[config.mk]
export PLATFORM = sky130hd
export DESIGN_NAME = sprc_ctrl
export DESIGN_NICKNAME = d
export VERILOG_FILES = /design/src/rtl/sprc_pkg.sv /design/src/rtl/sprc_ctrl.sv /design/src/rtl/sprc_sync.sv /design/src/rtl/sprc_timer.sv
export SDC_FILE = /design/constraint.sdc
export NUM_CORES = 1
export LEC_CHECK = 0
export ABC_AREA = 0
export BUFFER_PORTS_ARGS = -buffer_cell sky130_fd_sc_hd__buf_2
export CAP_MARGIN = 20
export CORE_MARGIN = 3
export CORE_UTILIZATION = 23
export DETAILED_ROUTE_END_ITERATION = 7
export GPL_TIMING_DRIVEN = 1
export SLEW_MARGIN = 20
export SYNTH_ARGS = -nofsm -noshare
export SYNTH_HDL_FRONTEND = slang
export SYNTH_SLANG_ARGS = --single-unit
[constraint.sdc]
create_clock -name clk -period 2.55 [get_ports clk]
set_input_delay 0.255 -clock clk [delete_from_list [all_inputs] [get_ports clk]]
set_output_delay 0.255 -clock clk [all_outputs]
set_load 0.02 [all_outputs]
[src/rtl/sprc_pkg.sv]
// Shared constants for the standby and power-on reset controller
`default_nettype none
package sprc_pkg;
  localparam int          NUM_BANKS      = 8;
  localparam int          NUM_PCLK       = 8;
  localparam int          NUM_PLL_OUT    = 4;
  localparam int          NUM_INBUF      = 8;
  // Settling and load times in ns, clock rate in MHz
  localparam int          BG_SETTLE_NS   = 1000;
  localparam int          OSC_SETTLE_NS  = 400;
  localparam int          CFG_LOAD_NS    = 2000;
  localparam int          CLK_MHZ        = 250;
  // Least times round up to whole cycles
  localparam int          BG_SETTLE_CYC  = (BG_SETTLE_NS * CLK_MHZ + 999) / 1000;
  localparam int          OSC_SETTLE_CYC = (OSC_SETTLE_NS * CLK_MHZ + 999) / 1000;
  localparam int          CFG_LOAD_CYC   = (CFG_LOAD_NS * CLK_MHZ + 999) / 1000;
  localparam int          CNT_W          = 16;
  localparam logic [15:0] CNT_ZERO       = 16'h0000;
  localparam logic [15:0] CNT_ONE        = 16'h0001;
endpackage
`default_nettype wire

[src/rtl/sprc_ctrl.sv]
// Standby entry, power gating and power-on reset sequencing controller
// Function
// Enter standby on standby input toggle or external I2C/JTAG instruction.
// Standby keeps device configured; user logic, I/O and memories stay running. Code gates every primary clock net off in standby.
// Optionally switch bandgap off in standby; that kills POR, PLL, oscillator, diff I/O.
// POR monitor may be off in standby; reduced power detector then stays active.
// Oscillator can be disabled permanently, or automatically during standby.
// PLL off statically or in standby, only after all outputs are low.
// Differential I/O buffers switch off dynamically, per bank selection.
// Each primary clock net has its own dynamic enable.
// Input buffer gating for clock and data inputs, including in standby.
// Start flash download only after core and config bank supplies are valid.
// User I/O high impedance until configuration completes.
// Optional user-mode core supply monitoring; drop reasserts reset and restarts.
// Bandgap off selects low-power reset detector with lower trip level.
// Serial-core standby and wake requests count only when wake feature enabled.
// Timer wake interrupt is a standby exit source.
// Wake restores bandgap first, then analog, oscillator, then clocks.
`default_nettype none
module sprc_ctrl #(
  parameter int NB = sprc_pkg::NUM_BANKS,
  parameter int NC = sprc_pkg::NUM_PCLK,
  parameter int NP = sprc_pkg::NUM_PLL_OUT,
  parameter int NI = sprc_pkg::NUM_INBUF,
  parameter int BG_CYC  = sprc_pkg::BG_SETTLE_CYC,
  parameter int OSC_CYC = sprc_pkg::OSC_SETTLE_CYC,
  parameter int CFG_CYC = sprc_pkg::CFG_LOAD_CYC
) (
  input  wire logic          clk,
  input  wire logic          reset_n,
  // Asynchronous request and supply inputs
  input  wire logic          standby_in,
  input  wire logic          ext_standby_cmd,
  input  wire logic          ext_wake_cmd,
  input  wire logic          serial_standby_req,
  input  wire logic          serial_wake_req,
  input  wire logic          timer_wake_irq,
  input  wire logic          core_supply_ok,
  input  wire logic          cfg_bank_supply_ok,
  input  wire logic          core_above_active_trip,
  input  wire logic          core_above_low_trip,
  input  wire logic [NP-1:0] pll_out_level,
  // Static configuration
  input  wire logic          cfg_bg_off_in_standby,
  input  wire logic          cfg_por_off_in_standby,
  input  wire logic          cfg_osc_disable,
  input  wire logic          cfg_osc_off_in_standby,
  input  wire logic          cfg_pll_disable,
  input  wire logic          cfg_pll_off_in_standby,
  input  wire logic          cfg_user_monitor_en,
  input  wire logic          cfg_wake_feature_en,
  // Dynamic user controls
  input  wire logic [NB-1:0] diff_io_off_sel,
  input  wire logic [NC-1:0] pclk_enable,
  input  wire logic [NI-1:0] inbuf_off_sel,
  input  wire logic [NI-1:0] inbuf_off_in_standby,
  input  wire logic          cfg_load_done,
  // Outputs
  output logic               in_standby,
  output logic               bandgap_en,
  output logic               por_main_en,
  output logic               por_low_en,
  output logic               low_trip_sel,
  output logic               osc_en,
  output logic               pll_en,
  output logic               pll_out_gate,
  output logic [NB-1:0]      diff_io_en,
  output logic [NC-1:0]      pclk_en,
  output logic [NI-1:0]      inbuf_en,
  output logic               cfg_download_start,
  output logic               user_io_oe_n,
  output logic               device_reset_n,
  output logic               user_mode
);
  typedef enum logic [3:0] {
    SPRC_POWERUP, SPRC_DOWNLOAD, SPRC_USER, SPRC_PLL_DRAIN, SPRC_STANDBY,
    SPRC_WAKE_BG, SPRC_WAKE_OSC
  } sprc_state_t;

  localparam int SW = 10;

  logic rst_meta_q;
  logic rst_q;
  logic [SW-1:0] sync_in;
  logic [SW-1:0] sync_out;
  logic [NP-1:0] pll_lvl_s;
  logic          stby_s;
  logic          ext_stby_s;
  logic          ext_wake_s;
  logic          ser_stby_s;
  logic          ser_wake_s;
  logic          tmr_wake_s;
  logic          core_ok_s;
  logic          bank_ok_s;
  logic          act_trip_s;
  logic          low_trip_s;

  sprc_state_t state_q;
  sprc_state_t state_d;
  logic        stby_prev_q;
  logic        ext_stby_prev_q;
  logic        bg_on_q;
  logic        osc_on_q;
  logic        pll_on_q;
  logic        pll_gate_q;
  logic [1:0]  gate_hist_q;
  logic        clocks_on_q;
  logic        dl_start_q;
  logic        io_oe_n_q;
  logic        dev_rst_n_q;
  logic        por_main_q;
  logic        por_low_q;
  logic        low_sel_q;
  logic        standby_q;
  logic [NB-1:0] diff_q;
  logic [NC-1:0] pclk_q;
  logic [NI-1:0] inbuf_q;

  logic                    tmr_load;
  logic [sprc_pkg::CNT_W-1:0] tmr_count;
  logic                    tmr_done;

  // Reset release through two flops
  always_ff @(posedge clk or negedge reset_n) begin
    if (!reset_n) begin
      rst_meta_q <= 1'b0;
      rst_q      <= 1'b0;
    end else begin
      rst_meta_q <= 1'b1;
      rst_q      <= rst_meta_q;
    end
  end

  assign sync_in = {standby_in, ext_standby_cmd, ext_wake_cmd, serial_standby_req,
                    serial_wake_req, timer_wake_irq, core_supply_ok,
                    cfg_bank_supply_ok, core_above_active_trip, core_above_low_trip};

  sprc_sync #(.W(SW)) u_sync (
    .clk   (clk),
    .rst_n (rst_q),
    .d     (sync_in),
    .q     (sync_out)
  );

  sprc_sync #(.W(NP)) u_sync_pll (
    .clk   (clk),
    .rst_n (rst_q),
    .d     (pll_out_level),
    .q     (pll_lvl_s)
  );

  assign {stby_s, ext_stby_s, ext_wake_s, ser_stby_s, ser_wake_s, tmr_wake_s,
          core_ok_s, bank_ok_s, act_trip_s, low_trip_s} = sync_out;

  sprc_timer #(.W(sprc_pkg::CNT_W)) u_timer (
    .clk   (clk),
    .rst_n (rst_q),
    .load  (tmr_load),
    .count (tmr_count),
    .done  (tmr_done)
  );

  // Request decode
  wire stby_toggle  = stby_s != stby_prev_q;
  wire ext_stby_req = ext_stby_s && !ext_stby_prev_q;
  wire ser_stby     = cfg_wake_feature_en && ser_stby_s;
  wire ser_wake     = cfg_wake_feature_en && ser_wake_s;
  wire enter_req    = stby_toggle || ext_stby_req || ser_stby;
  wire wake_req     = stby_toggle || ext_wake_s || ser_wake || tmr_wake_s;
  wire supplies_ok  = core_ok_s && bank_ok_s;
  wire bg_gate      = cfg_bg_off_in_standby;
  wire pll_stby_off = cfg_pll_off_in_standby || bg_gate;
  wire pll_all_low  = ~|pll_lvl_s;
  // Low samples trusted only once the gate has crossed the synchroniser
  wire pll_quiet    = (&gate_hist_q) && pll_all_low;
  // Low trip when bandgap off, otherwise active trip
  wire trip_ok      = low_sel_q ? low_trip_s : act_trip_s;
  wire supply_drop  = cfg_user_monitor_en && !trip_ok;
  wire monitor_lost = (state_q == SPRC_USER || state_q == SPRC_STANDBY) && supply_drop;
  wire bg_off_now   = !bg_on_q;

  always_comb begin
    state_d   = state_q;
    tmr_load  = 1'b0;
    tmr_count = sprc_pkg::CNT_ZERO;
    unique case (state_q)
      SPRC_POWERUP: begin
        if (supplies_ok) begin
          state_d   = SPRC_DOWNLOAD;
          tmr_load  = 1'b1;
          tmr_count = sprc_pkg::CNT_W'(CFG_CYC);
        end
      end
      SPRC_DOWNLOAD: begin
        if (cfg_load_done || tmr_done) begin
          state_d = SPRC_USER;
        end
      end
      SPRC_USER: begin
        if (monitor_lost) begin
          state_d = SPRC_POWERUP;
        end else if (enter_req) begin
          state_d = SPRC_PLL_DRAIN;
        end
      end
      SPRC_PLL_DRAIN: begin
        if (!pll_stby_off || pll_quiet) begin
          state_d = SPRC_STANDBY;
        end
      end
      SPRC_STANDBY: begin
        if (monitor_lost) begin
          state_d = SPRC_POWERUP;
        end else if (wake_req) begin
          state_d   = SPRC_WAKE_BG;
          tmr_load  = 1'b1;
          tmr_count = bg_off_now ? sprc_pkg::CNT_W'(BG_CYC) : sprc_pkg::CNT_ONE;
        end
      end
      SPRC_WAKE_BG: begin
        if (tmr_done) begin
          state_d   = SPRC_WAKE_OSC;
          tmr_load  = 1'b1;
          tmr_count = sprc_pkg::CNT_W'(OSC_CYC);
        end
      end
      SPRC_WAKE_OSC: begin
        if (tmr_done) begin
          state_d = SPRC_USER;
        end
      end
      default: state_d = SPRC_POWERUP;
    endcase
  end

  wire st_user  = state_d == SPRC_USER;
  wire st_stby  = state_d == SPRC_STANDBY;
  wire st_wbg   = state_d == SPRC_WAKE_BG;
  wire st_dl    = state_d == SPRC_DOWNLOAD;
  wire st_drain = state_d == SPRC_PLL_DRAIN;
  wire st_run   = st_user || st_stby || st_drain || st_wbg || (state_d == SPRC_WAKE_OSC);

  // Analog enables for the next state
  wire bg_d      = !(st_stby && bg_gate);
  wire analog_up = bg_d && !st_wbg;
  wire osc_d     = !cfg_osc_disable && analog_up &&
                   !(st_stby && cfg_osc_off_in_standby);
  wire pll_d     = !cfg_pll_disable && osc_d &&
                   !(st_stby && pll_stby_off);
  wire pll_want  = pll_d && st_run;
  wire por_m_d   = bg_d && !(st_stby && cfg_por_off_in_standby);
  wire clocks_d  = st_user;

  always_ff @(posedge clk or negedge rst_q) begin
    if (!rst_q) begin
      state_q         <= SPRC_POWERUP;
      stby_prev_q     <= 1'b0;
      ext_stby_prev_q <= 1'b0;
      bg_on_q         <= 1'b1;
      osc_on_q        <= 1'b0;
      pll_on_q        <= 1'b0;
      pll_gate_q      <= 1'b1;
      gate_hist_q     <= '0;
      clocks_on_q     <= 1'b0;
      dl_start_q      <= 1'b0;
      io_oe_n_q       <= 1'b1;
      dev_rst_n_q     <= 1'b0;
      por_main_q      <= 1'b1;
      por_low_q       <= 1'b1;
      low_sel_q       <= 1'b0;
      standby_q       <= 1'b0;
    end else begin
      state_q         <= state_d;
      stby_prev_q     <= stby_s;
      ext_stby_prev_q <= ext_stby_s;
      bg_on_q         <= bg_d;
      osc_on_q        <= osc_d && st_run;
      pll_on_q        <= pll_want || (pll_on_q && !pll_quiet);
      pll_gate_q      <= !clocks_d || st_drain || !pll_want;
      gate_hist_q     <= {gate_hist_q[0], pll_gate_q};
      clocks_on_q     <= clocks_d;
      dl_start_q      <= st_dl && (state_q == SPRC_POWERUP);
      io_oe_n_q       <= !st_run;
      dev_rst_n_q     <= st_run;
      por_main_q      <= por_m_d;
      por_low_q       <= 1'b1;
      low_sel_q       <= !bg_d;
      standby_q       <= st_stby || st_drain;
    end
  end

  // Per-bank, per-net and per-buffer gating, registered
  always_ff @(posedge clk or negedge rst_q) begin
    if (!rst_q) begin
      diff_q  <= '0;
      pclk_q  <= '0;
      inbuf_q <= '0;
    end else begin
      diff_q  <= (bg_d && st_run) ? ~diff_io_off_sel : '0;
      pclk_q  <= clocks_d ? pclk_enable : '0;
      inbuf_q <= ~(inbuf_off_sel | (st_stby ? inbuf_off_in_standby : '0));
    end
  end

  assign in_standby         = standby_q;
  assign bandgap_en         = bg_on_q;
  assign por_main_en        = por_main_q;
  assign por_low_en         = por_low_q;
  assign low_trip_sel       = low_sel_q;
  assign osc_en             = osc_on_q;
  assign pll_en             = pll_on_q;
  assign pll_out_gate       = pll_gate_q;
  assign diff_io_en         = diff_q;
  assign pclk_en            = pclk_q;
  assign inbuf_en           = inbuf_q;
  assign cfg_download_start = dl_start_q;
  assign user_io_oe_n       = io_oe_n_q;
  assign device_reset_n     = dev_rst_n_q;
  assign user_mode          = clocks_on_q;
endmodule
`default_nettype wire

[src/rtl/sprc_sync.sv]
// Two-flop synchroniser for a bundle of asynchronous levels
`default_nettype none
module sprc_sync #(
  parameter int W = 1
) (
  input  wire logic         clk,
  input  wire logic         rst_n,
  input  wire logic [W-1:0] d,
  output logic      [W-1:0] q
);
  logic [W-1:0] meta_q;

  always_ff @(posedge clk or negedge rst_n) begin
    if (!rst_n) begin
      meta_q <= '0;
      q      <= '0;
    end else begin
      meta_q <= d;
      q      <= meta_q;
    end
  end
endmodule
`default_nettype wire

[src/rtl/sprc_timer.sv]
// Load-and-count-down delay timer with done flag
`default_nettype none
module sprc_timer #(
  parameter int W = 16
) (
  input  wire logic         clk,
  input  wire logic         rst_n,
  input  wire logic         load,
  input  wire logic [W-1:0] count,
  output logic              done
);
  logic [W-1:0] cnt_q;
  logic         run_q;

  assign done = run_q && (cnt_q == W'(1));

  always_ff @(posedge clk or negedge rst_n) begin
    if (!rst_n) begin
      cnt_q <= '0;
      run_q <= 1'b0;
    end else if (load) begin
      cnt_q <= count;
      run_q <= 1'b1;
    end else if (run_q) begin
      cnt_q <= cnt_q - W'(1);
      run_q <= (cnt_q != W'(1));
    end
  end
endmodule
`default_nettype wire

* Word level (Yosys, flattened, before mapping)
Cells that the tools add are included.
** Word-level totals
- Input bits :: 57
- Register bits after elaboration :: 90
- Logic and storage cells :: 133
- Output and inout port bits :: 36
** Operators by class
- Bitwise operators :: 3
- Mux-type cells :: 29
- Add/sub/neg operators :: 1
- Equal/unequal tests :: 15
- Reductions and logical operators :: 59
** Operator list (number)
- $mux 8 :: 6
- $mux 4 :: 9
- $mux 16 :: 2
- $pmux 4 s7 :: 1
- $pmux 9 s3 :: 1
- $eq 4x3->1 const B :: 6
- $logic_and 1x1->1 :: 23
- $logic_or 1x1->1 :: 17
- $eq 16x1->1 const B :: 1
- $eq 4x2->1 const B :: 4
- $ne 16x1->1 const B :: 1
- $not 8->8 :: 2
- $sub 16x1->16 const B :: 1
- $logic_not 1->1 :: 15
- $mux 9 :: 1
- $eq 4x1->1 const B :: 2
- $or 8x8->8 :: 1
- $mux 1 :: 7
- $mux 7 :: 1
- $logic_not 4->1 :: 1
- $reduce_or 4->1 :: 1
- $pmux 1 s3 :: 1
- $reduce_and 2->1 :: 1
- $reduce_bool 2->1 :: 1
- $ne 1x1->1 :: 1

* Longest topological paths before layout
- Depth after elaboration :: 18
- Gate-level depth with buffers :: 10
- Gate-level depth less buffers :: 8

* Cells and area by module
A second synthesis with hierarchy kept.
** Unflattened totals
- Cells, all modules :: 268
- Area total of the unflattened synthesis :: 3422.0 um^2
** By module, submodules not included
- sprc_ctrl :: area an instance 1751.7 um^2, instances 1, sequential area each 1131.1 um^2, cells an instance 139
- sprc_timer :: area an instance 969.7 um^2, instances 1, sequential area each 425.4 um^2, cells an instance 101
- sprc_sync (u_sync) :: area an instance 500.5 um^2, instances 1, sequential area each 500.5 um^2, cells an instance 20
- sprc_sync (u_sync_pll) :: area an instance 200.2 um^2, instances 1, sequential area each 200.2 um^2, cells an instance 8

* Worst setup path after synthesis
No wires, ideal clock.
- Path type :: register to register
- Start point :: reg u_timer.cnt_q[1]
- End point :: reg pclk_q[1], in the netlist pclk_en[1]
- Buffers on the path :: 0
- Slack :: 0.399 ns
- Arrival time :: 2.085 ns
- Required time :: 2.485 ns
- Cell stages (with the launch flop) :: 9
- Clock period less this slack :: 2.151 ns
- Library setup time :: 0.065 ns
- Cell sequence :: dfrtp_1 inv_1 ha_1 nor4b_1 nand4_1 a221oi_2 inv_2 nor3_4 and3_2
** On the way
- Word-level cells in the longest chain between the ends :: 7
- Elaborated cells between the ends (all ways) :: 9
- Those cells by class :: eq/ne (2); mux (5); reduce/logical (2)
** RTL lines
- start: declaration :: line sprc_timer.sv:12 : logic [W-1:0] cnt_q;
- start signal: assignment :: line sprc_timer.sv:22 : cnt_q <= count;
- start signal: assignment :: line sprc_timer.sv:25 : cnt_q <= cnt_q - W'(1);
- $eq 16x1->1 * :: line sprc_timer.sv:15 : assign done = run_q && (cnt_q == W'(1));
- $logic_and 1x1->1 * :: line sprc_timer.sv:15
- $logic_or 1x1->1 :: line sprc_ctrl.sv:195 : if (cfg_load_done || tmr_done) begin
- $mux 4 :: line sprc_ctrl.sv:195
- $pmux 4 s7 * :: line sprc_ctrl.sv:186 : unique case (state_q)
- named net state_d[2] :: line sprc_ctrl.sv:99 : sprc_state_t state_d;
- $eq 4x2->1 * :: line sprc_ctrl.sv:236 : wire st_user = state_d == SPRC_USER;
- $mux 8 * :: line sprc_ctrl.sv:300 : pclk_q <= clocks_d ? pclk_enable : '0;
- end signal: assignment :: line sprc_ctrl.sv:300
- end: declaration :: line sprc_ctrl.sv:116 : logic [NC-1:0] pclk_q;
Mark *: on every way through the listed nets, which the timed path passes. The rest lies on a longest branch.
A chain may end at the register's enable or synchronous reset.

* Final worst setup path
- Start point :: reg state_q[0]
- End point :: reg standby_q, in the netlist in_standby
** On the way
- Word-level cells in the longest chain between the ends :: 7
- Elaborated cells between the ends (all ways) :: 22
- Those cells by class :: eq/ne (8); mux (10); reduce/logical (4)
** RTL lines
- start: declaration :: line sprc_ctrl.sv:98 : sprc_state_t state_q;
- start signal: assignment :: line sprc_ctrl.sv:273 : state_q <= state_d;
- $eq 4x2->1 / $eq 4x3->1 (equally long branches) :: line sprc_ctrl.sv:179, sprc_ctrl.sv:186
- $logic_or 1x1->1 :: line sprc_ctrl.sv:179 : wire monitor_lost = (state_q == SPRC_USER || state_q == SPRC_STANDBY) && supply_drop;
- $logic_and 1x1->1 :: line sprc_ctrl.sv:179
- $mux 4 (on tied branches) :: line sprc_ctrl.sv:212, sprc_ctrl.sv:200
- $pmux 4 s7 * :: line sprc_ctrl.sv:186
- $eq 4x3->1 / $eq 4x2->1 (equally long branches) :: line sprc_ctrl.sv:237, sprc_ctrl.sv:240
- $logic_or 1x1->1 * :: line sprc_ctrl.sv:288 : standby_q <= st_stby || st_drain;
- end signal: assignment :: line sprc_ctrl.sv:288
- end: declaration :: line sprc_ctrl.sv:114 : logic standby_q;
Mark *: on every way between the ends. The rest lies on a longest branch, timed or not.

==> flow_metrics.py <==
metrics = {
    "drt": {
        "num_vias": 2475,
        "postRouteAntennaNets": 0,
        "vias_per_cell": 4.38,
        "post-route-drc-count": 0,
        "drt_wl_total_um": 8150,
        "drt_first_pass_iters": 4,
        "drt-wirelength-per-cell_um": 14.4,
        "initialDrtViolationCount": 145,
    },
    "pwr": {
        "p_leak_uw": 0.00217,
        "p_comb_frac": 0.128,
        "pwr-share-seq": 0.457,
        "power.switching_fraction": 0.251,
        "switching_power_uw": 923,
        "vdd.ir_drop.worst_v": 0.000390,
        "power_per_cell_area_nw_per_um2": 810,
        "clockPowerShare": 0.415,
        "cell_internal_pwr_uw": 2750,
    },
    "worst_hold_path": {
        "min-delay-path-class": "input pin to flip-flop",
        "worstHoldStart": "pll_out_level[3]",
    },
    "layout": {
        "layout.core_utilization": 0.311,
        "antenna_cells_inserted": 0,
        "flow.area_growth_from_synthesis_pct": 31.9,
        "nNetsFinal": 435,
        "fillCellCount": 1467,
        "share_of_layout_cells_above_drive_strength_1": 0.360,
    },
    "clocking": {
        "clock_tree.root_cell": "clkbuf_16",
        "cts_max_path_buffers": 2,
        "clock_insertion_delay_worst_skew_ps": 340,
        "tritoncts.num_buffers": 9,
        "cts_max_level": 3,
        "cts.clk_slew.worst_paths_ps": 60,
        "cts_tree": "built",
        "clock_sinks": 90,
    },
    "timing": {
        "final-max-slew-violation-count": 0,
        "setup-tns-final_ps": 0,
        "worst_pin_slew_ps": 735,
        "slew-limit-headroom": 0.503,
        "final_hold_viol_count": 0,
        "finClkSkew_ps": 6.34,
        "setup_repair_after_global_routing_missed_its_margin": "no",
        "post-route-period-util": 0.944,
        "fmaxAchievable_ghz": 0.415,
        "setup_viol": 0,
        "period_minus_slack_ps": 2410,
    },
    "synthesis": {
        "synth.yosys.warnings": 0,
        "synth-async-reset-ratio": 1.00,
        "seq_area_frac_synth": 0.657,
        "synthMostInstantiatedCell": "dfrtp_1",
        "synth_flop_cell": "dfrtp_1",
        "leading_post_synthesis_cells_by_cell_area": "dfrtp_1 (63%), dfstp_2 (3.1%), a31oi_1 (1.8%), xnor2_1 (1.8%), a21oi_1 (1.7%)",
        "synth.cell_area_um2": 3440,
        "synth_cell_type_count": 56,
        "synth-seq-cells": 90,
        "synthesized_instance_count": 275,
        "post_synth.cell_area_avg_um2": 12.5,
        "synth_top_cells_by_count": "dfrtp_1 (86), nor2_1 (16), nand2_1 (15)",
        "synth_top_area_frac": 0.626,
        "post_synth_edffs": 0,
        "post-synth-top-area-cell": "dfrtp_1",
    },
    "setup_path": {
        "worstSetupPathType": "flip-flop to flip-flop",
        "worstSetupStartpointType": "flip-flop",
        "cp.arrival_ps": 2630,
        "path_max_fanout": 12,
        "critical_path.startpoint": "state_q[0]",
        "r2r-start": "state_q[0]",
        "required_ps": 2770,
        "timing.critical_path.to_type": "flip-flop",
    },
    "flow_run": {
        "max_cap_viol_count": 0,
    },
    "global_route": {
        "grt_first_pass_wirelength_um": 13300,
        "initial_antenna_violation_count": 0,
        "number_of_global_route_vias_before_repair": 2564,
        "grt_overflow_total": 0,
        "total_routing_usage_reported_by_global_routing": 0.104,
        "grt_start_max_net_pins": 54,
    },
    "die": {
        "horizontal_die_dimension_um": 128,
        "num_io_pins": 93,
        "starting_density_of_the_core": 0.236,
        "die_area_um2": 16400,
        "core-area_um2": 14600,
        "die-height_um": 128,
        "std_cell_rows": 44,
    },
    "placed_design": {
        "place.gp.congestion": 0.846,
        "io_buffer_count": 91,
        "dp_hpwl_um": 6100,
    },
    "run_status": {
        "run_status": "complete, no violations",
    },
}
## area by class of cell
| cell class | count | area [um^2] | share of cell area |
|---|---|---|---|
| flip-flops and latches | 90 | 2260 | 0.499 |
| multi-input cells | 163 | 1100 | 0.243 |
| repair buffers | 101 | 546 | 0.120 |
| clock buffers | 10 | 239 | 0.0527 |
| well taps | 184 | 230 | 0.0508 |
| clock inverters | 6 | 114 | 0.0251 |
| inverters | 11 | 41.3 | 0.00911 |
## metal layers
layer / global-route usage / share of wire
met1: 0.133 / 0.44
met2: 0.164 / 0.49
met3: 0.0350 / 0.055
met4: 0.0368 / 0.012
met5: 0 / 0
## path summary, 6_finish.rpt
kind | cells past startpoint | to | slack (ps)
setup / recovery | 6 | in_standby | 140
hold / removal | 1 | u_sync_pll.meta_q[3] | 20
setup reg to reg | 6 | in_standby | 140
hold reg to reg | 0 | u_sync.q[4] | 350
max in group asynchronous | 1 | user_io_oe_n | 1480
min in group asynchronous | 2 | rst_q | 230
## through the flow
step / area, um^2 / power (uW) / hold WS, ps / instances / worst slack (ps)
after detailed placement: 4150 / 2170 / 42.0 / 548 / -2.96
after global routing: 4530 / 3860 / 3.11 / 565 / 16.2
after global placement: 4150 / 2160 / 39.2 / 548 / 202
after CTS: 4520 / 3720 / 8.61 / 565 / 154
final: 4530 / 3670 / 22.8 / 565 / 143
after floorplan: 3440 / 1990 / -40.6 / 276 / 399
## critical path, cell delays in order, from the launching register on
cell      delay [ps]
dfrtp_1          460
nor4bb_1         690
o211a_1          300
a311o_1          300
nor3_1            90
buf_4            190
mux2_2           260
## state kept, by name (all words and copies together), names as in the netlist, 2 cells and up
signal,cells
u_timer.cnt_q,16
u_sync.meta_q,10
u_sync.q,10
diff_io_en,8
inbuf_en,8
pclk_en,8
state_q,4
u_sync_pll.meta_q,4
u_sync_pll.q,4
gate_hist_q,2
## what timing repair did
action | CTS | global route
endpoints found under the hold margin | 2 | 0
gates cloned | 0 | 0
gates resized for setup | 1 | 1
endpoints found under the setup margin | 8 | 6
buffers inserted | 0 | 0
hold buffers | 1 | 0
## power groups by stage
stage	sequential, uW	combinational (uW)	clock [uW]
after floorplan	1690	293	0
after global placement	1700	461	0
after detailed placement	1700	469	0
after CTS	1680	476	1560
after global routing	1700	524	1630
final	1680	472	1520
## cells by family after synthesis
family          synth area share
flops                      0.657
simple gates               0.147
compound gates             0.118
buf+inv                   0.0284
xor+xnor                  0.0306
mux                      0.00947
fa+ha+maj                0.00728
other cells              0.00219
## cells in the final DEF (no fill, tap or decap), types with 8 or more instances in the layout
cell type  synthesis  layout
a31oi_1           10      10
buf_2              3      91
a21oi_1           12      12
nor2_1            16      16
dfrtp_1           86      85
inv_1             10      10
buf_4              2       8
and3_1             9       9
clkbuf_16          0       9
nand2_1           15      15
Power figures use the tool's default switching activity.
